===== config.mk =====
export PLATFORM = sky130hd
export DESIGN_NAME = ttcg_top
export DESIGN_NICKNAME = d
export VERILOG_FILES = /design/src/common/ttcg_pkg.sv /design/src/verilog/ttcg_top.sv
export VERILOG_INCLUDE_DIRS = /design/src /design/src/common
export SDC_FILE = /design/constraint.sdc
export NUM_CORES = 1
export LEC_CHECK = 0
export ABC_AREA = 1
export BUFFER_PORTS_ARGS = -buffer_cell sky130_fd_sc_hd__clkbuf_2
export CORE_ASPECT_RATIO = 0.7
export CORE_MARGIN = 3
export CORE_UTILIZATION = 32
export CTS_CLUSTER_DIAMETER = 50
export DETAILED_ROUTE_END_ITERATION = 8
export PLACE_DENSITY_LB_ADDON = 0.2
export SLEW_MARGIN = 20
export SYNTH_ARGS = -nofsm -noshare
export SYNTH_HDL_FRONTEND = slang
export SYNTH_SLANG_ARGS = --single-unit

===== constraint.sdc =====
create_clock -name clk_sys -period 3.3 [get_ports clk_sys]
set_clock_uncertainty 0.2 [all_clocks]
set_input_delay 0.33 -clock clk_sys [delete_from_list [all_inputs] [get_ports clk_sys]]
set_output_delay 0.33 -clock clk_sys [all_outputs]
set_load 0.02 [all_outputs]

===== src/common/ttcg_params.svh =====
// Offsets, field positions, reset values and prescaler figures of the timer group
`ifndef TTCG_PARAMS_SVH
`define TTCG_PARAMS_SVH

// Byte offsets of the register words
`define TTCG_OFS_CTRL_LOW 5'h00
`define TTCG_OFS_CTRL_CORE 5'h04
`define TTCG_OFS_CTRL_HIGH 5'h08
`define TTCG_OFS_CNT_LOW 5'h0c
`define TTCG_OFS_CNT_CORE 5'h10
`define TTCG_OFS_CNT_HIGH 5'h14
`define TTCG_OFS_STATUS 5'h18

// Width and reset value of a control word; count reset value and top
`define TTCG_CTRL_WIDTH 14
`define TTCG_CTRL_RST 14'h0000
`define TTCG_CNT_RST 16'h0000
`define TTCG_CNT_MAX 16'hffff

// Prescaler: divide by 2^(base + select), select 0..7
`define TTCG_PRESC_BASE 4'h3
`define TTCG_PRESC_WIDTH 11

// Status word bit positions
`define TTCG_ST_LATCH 0
`define TTCG_ST_DOWN 1
`define TTCG_ST_GATE 4
`define TTCG_ST_DIR 7

`endif


===== src/common/ttcg_pkg.sv =====
// Types shared by the timer group: modes, control word and bus request
package ttcg_pkg;

   // Operating modes of one timer
   typedef enum logic [2:0] {
      TTCG_TIMER,
      TTCG_GATED,
      TTCG_COUNTER,
      TTCG_INCR,
      TTCG_CAPTURE,
      TTCG_RELOAD,
      TTCG_CHAIN
   } ttcg_mode_e;

   // Control word of one timer, 14 bits, mode in the low bits
   typedef struct packed {
      logic [1:0] reload_src;   // 0 pin edge, 1 latch rise, 2 latch fall, 3 both
      logic [1:0] edge_sel;     // 0 rising, 1 falling, 2 both, 3 none
      logic gate_high;          // Gate level that lets the timer count
      logic ext_dir_en;         // Direction pin may invert the direction
      logic down;               // Software direction, 1 counts down
      logic run;
      logic [2:0] presc;
      ttcg_mode_e mode;
   } ttcg_ctrl_s;

   // Avalon-MM request from the master
   typedef struct packed {
      logic read;
      logic write;
      logic [4:0] address;
      logic [31:0] writedata;
   } ttcg_avs_req_s;

endpackage


===== src/verilog/ttcg_top.sv =====
// Three 16-bit timer/counters (two auxiliary, one core) with an Avalon-MM register slave
`timescale 1ns/10ps
`include "ttcg_params.svh"

// Behaviour
// - Every timer holds a 16-bit count
// - Each timer selects its own mode
// - Timer mode counts prescaled CPU clocks
// - Counter mode counts edges on input pin
// - Gated mode counts only while gate open
// - One input pin per timer, gate or clock
// - Direction from software, optionally pin-modified
// - Quadrature mode derives count and direction
// - Core latch toggles on each wrap
// - Latch drives pin and clocks auxiliaries
// - Auxiliaries may serve as capture/reload
// - Capture or reload auxiliary stops counting
// - Capture copies core count on pin trigger
// - Reload loads core on pin or latch
// - Opposite latch reloads give free-running PWM
// - Timers chain into a longer count
module ttcg_top (
   input wire logic clk_sys,
   input wire logic rst,
   input wire ttcg_pkg::ttcg_avs_req_s avs_req,
   output logic [31:0] avs_readdata,
   output logic avs_waitrequest,
   input wire logic [2:0] timer_gate_clock_input,
   input wire logic [2:0] timer_direction_input,
   output logic timer_toggle_output
);
   import ttcg_pkg::*;

   ////////////////////////////////////////////////////////////////////////////
   // Storage

   ttcg_ctrl_s ctrl [3];          // Index 0 low aux, 1 core, 2 high aux
   logic [15:0] cnt [3];
   logic [15:0] next_cnt [3];
   logic [2:0] in_s1, in_s2, in_s3;
   logic [2:0] dir_s1, dir_s2, dir_s3;
   logic [`TTCG_PRESC_WIDTH-1:0] presc_cnt;
   logic core_latch;
   logic core_latch_d;
   logic ack;

   wire [2:0] step;
   wire [2:0] down;
   wire [2:0] ovf;
   wire [2:0] pin_edge;
   wire [2:0] tick;
   wire [2:0] cap_trig;
   wire [2:0] rl_trig;
   wire [2:0] wr_cnt;
   wire [2:0] wr_ctrl;

   ////////////////////////////////////////////////////////////////////////////
   // Bus decode

   wire wr_take = avs_req.write & ack;
   wire rd_take = avs_req.read & ~ack;
   wire [4:0] adr = avs_req.address;
   assign wr_ctrl[0] = wr_take & (adr == `TTCG_OFS_CTRL_LOW);
   assign wr_ctrl[1] = wr_take & (adr == `TTCG_OFS_CTRL_CORE);
   assign wr_ctrl[2] = wr_take & (adr == `TTCG_OFS_CTRL_HIGH);
   assign wr_cnt[0] = wr_take & (adr == `TTCG_OFS_CNT_LOW);
   assign wr_cnt[1] = wr_take & (adr == `TTCG_OFS_CNT_CORE);
   assign wr_cnt[2] = wr_take & (adr == `TTCG_OFS_CNT_HIGH);

   // Status shows live latch, directions and synchronised pin levels
   wire [31:0] status_word = {22'h000000, dir_s2, in_s2, down, core_latch};

   // Read mux; unmapped addresses answer zero
   wire [31:0] rd_mux =
      (adr == `TTCG_OFS_CTRL_LOW) ? {18'h00000, ctrl[0]} :
      (adr == `TTCG_OFS_CTRL_CORE) ? {18'h00000, ctrl[1]} :
      (adr == `TTCG_OFS_CTRL_HIGH) ? {18'h00000, ctrl[2]} :
      (adr == `TTCG_OFS_CNT_LOW) ? {16'h0000, cnt[0]} :
      (adr == `TTCG_OFS_CNT_CORE) ? {16'h0000, cnt[1]} :
      (adr == `TTCG_OFS_CNT_HIGH) ? {16'h0000, cnt[2]} :
      (adr == `TTCG_OFS_STATUS) ? status_word : 32'h00000000;

   // Latch edges feed chaining and reload
   wire latch_rise = core_latch & ~core_latch_d;
   wire latch_fall = ~core_latch & core_latch_d;
   wire latch_edge = latch_rise | latch_fall;

   ////////////////////////////////////////////////////////////////////////////
   // Per-timer count logic

   genvar i;
   generate
      for (i = 0; i < 3; i++) begin : g_tmr
         // Prescaler tap: all low bits of the free counter set
         wire [3:0] shamt = `TTCG_PRESC_BASE + {1'b0, ctrl[i].presc};
         wire [`TTCG_PRESC_WIDTH-1:0] mask = (11'h001 << shamt) - 11'h001;
         assign tick[i] = ((presc_cnt & mask) == mask);

         // Edge of the pin, as selected
         wire rise = in_s2[i] & ~in_s3[i];
         wire fall = ~in_s2[i] & in_s3[i];
         assign pin_edge[i] = (ctrl[i].edge_sel == 2'h0) ? rise :
                              (ctrl[i].edge_sel == 2'h1) ? fall :
                              (ctrl[i].edge_sel == 2'h2) ? (rise | fall) : 1'b0;

         // Quadrature decode; simultaneous change of both is ignored as invalid
         wire a_ch = in_s2[i] ^ in_s3[i];
         wire b_ch = dir_s2[i] ^ dir_s3[i];
         wire q_step = a_ch ^ b_ch;
         wire q_down = a_ch ? (in_s2[i] == dir_s2[i]) : (in_s2[i] != dir_s2[i]);

         // Mode decode
         wire m_tim = (ctrl[i].mode == TTCG_TIMER);
         wire m_gat = (ctrl[i].mode == TTCG_GATED);
         wire m_cnt = (ctrl[i].mode == TTCG_COUNTER);
         wire m_inc = (ctrl[i].mode == TTCG_INCR);
         wire m_chn = (ctrl[i].mode == TTCG_CHAIN) & (i != 1);
         wire gate_open = (in_s2[i] == ctrl[i].gate_high);

         // Capture and reload modes give no step at all
         assign step[i] = ctrl[i].run & ((m_tim & tick[i]) |
                          (m_gat & tick[i] & gate_open) |
                          (m_cnt & pin_edge[i]) |
                          (m_inc & q_step) |
                          (m_chn & latch_edge));

         assign down[i] = m_inc ? (q_down ^ ctrl[i].down) :
                          (ctrl[i].down ^ (ctrl[i].ext_dir_en & dir_s2[i]));
         // A software write or reload replaces the step, so it cannot wrap either
         wire loaded = wr_cnt[i] | ((i == 1) & (rl_trig[0] | rl_trig[2]));
         assign ovf[i] = step[i] & ~loaded &
                         (down[i] ? (cnt[i] == `TTCG_CNT_RST) : (cnt[i] == `TTCG_CNT_MAX));

         // Only auxiliaries take capture or reload duty
         if (i == 1) begin : g_core
            assign cap_trig[i] = 1'b0;
            assign rl_trig[i] = 1'b0;
         end else begin : g_aux
            wire [1:0] src = ctrl[i].reload_src;
            wire rl_ev = (src == 2'h0) ? pin_edge[i] : (src == 2'h1) ? latch_rise :
                         (src == 2'h2) ? latch_fall : latch_edge;
            assign cap_trig[i] = (ctrl[i].mode == TTCG_CAPTURE) & pin_edge[i];
            assign rl_trig[i] = (ctrl[i].mode == TTCG_RELOAD) & rl_ev;
         end

         // Priority: software write, reload, capture, then counting; wrap is natural
         wire [15:0] stepped = down[i] ? (cnt[i] - 16'h0001) : (cnt[i] + 16'h0001);
         assign next_cnt[i] = wr_cnt[i] ? avs_req.writedata[15:0] :
                              (i == 1 && rl_trig[0]) ? cnt[0] :
                              (i == 1 && rl_trig[2]) ? cnt[2] :
                              cap_trig[i] ? cnt[1] :
                              step[i] ? stepped : cnt[i];
      end
   endgenerate

   ////////////////////////////////////////////////////////////////////////////
   // Pin synchronisers; first stage feeds only the second

   always_ff @(posedge clk_sys) begin
      if (rst) begin
         in_s1 <= 3'h0;
         in_s2 <= 3'h0;
         in_s3 <= 3'h0;
         dir_s1 <= 3'h0;
         dir_s2 <= 3'h0;
         dir_s3 <= 3'h0;
      end else begin
         in_s1 <= timer_gate_clock_input;
         in_s2 <= in_s1;
         in_s3 <= in_s2;
         dir_s1 <= timer_direction_input;
         dir_s2 <= dir_s1;
         dir_s3 <= dir_s2;
      end
   end

   ////////////////////////////////////////////////////////////////////////////
   // Timers, prescaler and core latch

   always_ff @(posedge clk_sys) begin
      if (rst) begin
         for (int k = 0; k < 3; k++) begin
            ctrl[k] <= ttcg_ctrl_s'(`TTCG_CTRL_RST);
            cnt[k] <= `TTCG_CNT_RST;
         end
         presc_cnt <= '0;
         core_latch <= 1'b0;
         core_latch_d <= 1'b0;
         timer_toggle_output <= 1'b0;
      end else begin
         for (int k = 0; k < 3; k++) begin
            if (wr_ctrl[k]) begin
               ctrl[k] <= ttcg_ctrl_s'(avs_req.writedata[`TTCG_CTRL_WIDTH-1:0]);
            end
            cnt[k] <= next_cnt[k];
         end
         presc_cnt <= presc_cnt + 11'h001;
         core_latch <= core_latch ^ ovf[1];
         core_latch_d <= core_latch;
         timer_toggle_output <= core_latch ^ ovf[1];
      end
   end

   ////////////////////////////////////////////////////////////////////////////
   // Avalon slave: one wait cycle, answer registered
   // No new request is seen while ack is high, so each access costs two cycles

   always_ff @(posedge clk_sys) begin
      if (rst) begin
         ack <= 1'b0;
         avs_waitrequest <= 1'b1;
         avs_readdata <= 32'h00000000;
      end else begin
         ack <= (avs_req.read | avs_req.write) & ~ack;
         avs_waitrequest <= ~((avs_req.read | avs_req.write) & ~ack);
         if (rd_take) begin
            avs_readdata <= rd_mux;
         end
      end
   end

   // Core count free of writes and reloads this cycle
   wire core_free = ~wr_cnt[1] & ~rl_trig[0] & ~rl_trig[2];
endmodule

==> metrics.csv <==
stage;metric;value;unit
yosys;Seq/Total Area, Yosys;0.302;
timing;fin. max-slew vios;0;
power_and_ir_drop;internal power;0.00337;W
floorplan;core region area;0.0325;mm2
grt;gr busiest metal;met1;
yosys;synthesized instance count;1602;
route;number of remaining DRC errors;0;
route;DR vias;11500;
power_and_ir_drop;leakage power;5.98;nW
layout;fin cells;2175;
timing;Final Hold Fails;0;
floorplan;die span in x;224;um
floorplan;Die Area;0.0354;mm2
grt;vias in the first global route;10200;
timing;max frequency;312;MHz
route;WL final;43.6;mm
timing;min Tclk post-route;3.20;ns
layout;most common cell after layout, fill and taps aside;nand2_1;
power_and_ir_drop;maximum vdd drop;0.349;mV
clocking;Max clock buf depth;2;
grt;first-pass GRT wire length;63.6;mm
floorplan;Initial Util;0.327;
setup_path;CP Capture Type;register;
yosys;leading area contributor after synthesis;dfxtp_1;
route;drt pass-1 iters;6;
yosys;synth top area cells;dfxtp_1 (18%), nand2_1 (14%), edfxtp_1 (12%);
route;number of DRC markers in iteration 0;1351;
timing;setup violators final;0;
clocking;Num CTS Buffers;17;
clocking;CTS tree;yes;
grt;GRT Util Overall;0.240;
power_and_ir_drop;cell area power density;375;mW/mm2
layout;Fillers;3401;
yosys;Avg Cell Area, Syn;6.62;um2
setup_path;CP delay by family, top;simple AND/OR/NAND/NOR gates;
outcome;status;completed;
yosys;unique cell type count in the Yosys netlist;54;
clocking;H-tree levels;4;
layout;Net count, final;1838;
power_and_ir_drop;Comb pwr share;0.220;
grt;initial antenna violation count;0;
power_and_ir_drop;Sequential Power Share;0.387;
route;average vias per placed instance;5.30;
timing;Least-Margin Pin Slew;0.709;ns
placed_design;DP HPWL;33.6;mm
floorplan;IO Pins;81;
layout;synthesis-to-layout area growth;25.6;%
grt;GR Layer Usage met3;0.0791;
grt;Global Route met1 Usage;0.383;
clocking;Clock Tree Root;clkbuf_16;
run;maxcap violations;0;
power_and_ir_drop;NetSw;0.00163;W
layout;share of layout cells above drive strength 1;0.219;
layout;ANT cells;0;
setup_path;crit-path max cell delay;0.34;ns
grt;GRT overflow;0;
yosys;yosys warns;0;
yosys;Synth Register Bits;139;
grt;largest net degree at the start of global routing;30;
route;wire length per cell;20.0;um
grt;met2 GRT Util;0.304;
layout;Sequential Area;0.00321;mm2
setup_path;Data required, critical path;3.48;ns
setup_path;WP buf/inv;4;
timing;period utilisation layout;0.970;
layout;Finished Core Util;0.410;
floorplan;row cnt;55;
setup_path;Crit Path Max Fanout;7;
setup_path;most used cell, CP;nand2_2;
clocking;clk_lat worst skew;0.45;ns
setup_path;Slowest-stage cell, CP;dfxtp_2;
setup_path;worst path cell trace;inv_2 > ha_4 > inv_2 > nand2_2 > nand2_2 > nand2_2 > nand3_2 > nand3b_1 > nand2_4 > clkbuf_16 > ha_4 > nand2_2 > buf_4 > nor2_1 > a21oi_2 > or2_2 > nand2_1 > nor2_1 > o22ai_1 > a21oi_1 > nor2_1;
setup_path;Setup Crit Path Kind;register to register;
placed_design;buffers added on ports;48;
layout;Multi-input gate area;0.00707;mm2
placed_design;Final Wtd Congestion;0.988;
timing;Slew headroom;0.526;
hold_path;Min-Delay Path Class;input pin to register;
route;post-route ant nets;0;
setup_path;Critical Path AT;3.39;ns
yosys;post-synth design cell area;0.0106;mm2
timing;RSZ-0062 raised after global routing;yes;
layout;leading cell types in the layout, fill and taps excluded;nand2_1 (355), inv_1 (192), nor2_1 (177);
setup_path;crit start category;register;
power_and_ir_drop;Clk pwr share;0.393;
floorplan;die height;158;um
clocking;Sink Count;139;
placed_design;placed cells;2127;
clocking;clock slew at reported path FFs;0.07;ns
power_and_ir_drop;Sw Share;0.326;
yosys;post-synth top area share;0.183;
worst paths after layout:
path	startpoint	endpoint	slack, ns	cells past startpoint
max reg2reg	in_s2[2]	cnt[0][40]	0.1	21
min reg2reg	in_s1[1]	in_s2[1]	0.20	2
min	avs_req[11]	cnt[0][11]	0.05	5
max	in_s2[2]	cnt[0][40]	0.1	21
cell type report:
type | count | share of cell area
flip-flops and latches | 139 | 0.241
well taps | 427 | 0.0401
clock inverters | 15 | 0.0125
repair buffers | 155 | 0.0852
clock buffers | 17 | 0.0319
multi-input cells | 1212 | 0.530
inverters | 210 | 0.0592
registers in the layout, summed over array words and instances, names as in the netlist, 11 cells and up:
| register | cells |
|---|---|
| ctrl | 42 |
| cnt | 48 |
| presc_cnt | 11 |
| avs_readdata | 16 |
synth_stat cells (all sizes together):
cell type / count
fa: 3
inv: 208
nor3: 16
or2: 12
a21boi: 4
dfxtp: 97
nor4: 6
ha: 53
o311ai: 1
clkbuf: 14
o21a: 2
and3: 3
o31ai: 1
nand3b: 14
a221oi: 2
nor3b: 2
nand3: 130
nand4: 20
o21bai: 6
xnor2: 8
nand2: 395
o22ai: 17
a21o: 4
o21ai: 124
edfxtp: 42
o2111ai: 2
nor2: 203
o211ai: 16
nor4b: 1
buf: 45
xor2: 16
o221ai: 8
conb: 2
a21oi: 120
clkinv: 2
a31oi: 3
kinds of logic after synthesis:
group | synth area share
xor+xnor | 0.0198
flops | 0.302
simple gates | 0.333
buf+inv | 0.108
fa+ha+maj | 0.0682
other cells | 0.000708
compound gates | 0.168
power groups by stage:
stage | registers [W] | clock network (W) | logic (W)
floorplan | 0.00192 | 0 | 0.000612
global placement | 0.00196 | 0 | 0.000942
detailed placement | 0.00196 | 0 | 0.000941
CTS | 0.00192 | 0.00199 | 0.000968
global route | 0.00194 | 0.00207 | 0.00121
finish | 0.00193 | 0.00196 | 0.00110
tightest hold or removal path, stage by stage:
cell	delay [ns]
clkbuf_2	0.11
nand2_1	0.06
nand2_1	0.06
nor2_1	0.03
nor2_1	0.06
repair_timing:
| action | 4_1_cts | 5_1_grt |
|---|---|---|
| hold endpoints to repair | 7 | 0 |
| pin swaps | 2 | 28 |
| setup endpoints to repair | 24 | 38 |
| hold buffers | 8 | 0 |
| resized for setup | 19 | 144 |
| cloned | 0 | 2 |
| setup buffers | 1 | 5 |
stage by stage:
stage	TNS (ns)	setup WS, ns	total power, W	hold slack [ns]	area [um2]
2_1_floorplan	0	0.0581	0.00253	0.188	10700
3_3_place_gp	-0.374	-0.0837	0.00290	0.195	11800
3_5_place_dp	-0.815	-0.101	0.00290	0.199	11800
4_1_cts	0	0.00103	0.00488	0.0382	12600
5_1_grt	-0.670	-0.0767	0.00522	0.0727	13300
6_report	0	0.0992	0.00500	0.0508	13300
metal layers:
layer  wire (um)  part of all wire
met1       21500              0.49
met2       16200              0.37
met3        5240              0.12
met4         593             0.014
met5           0                 0
Note: power is estimated with default switching activity, not from simulation.
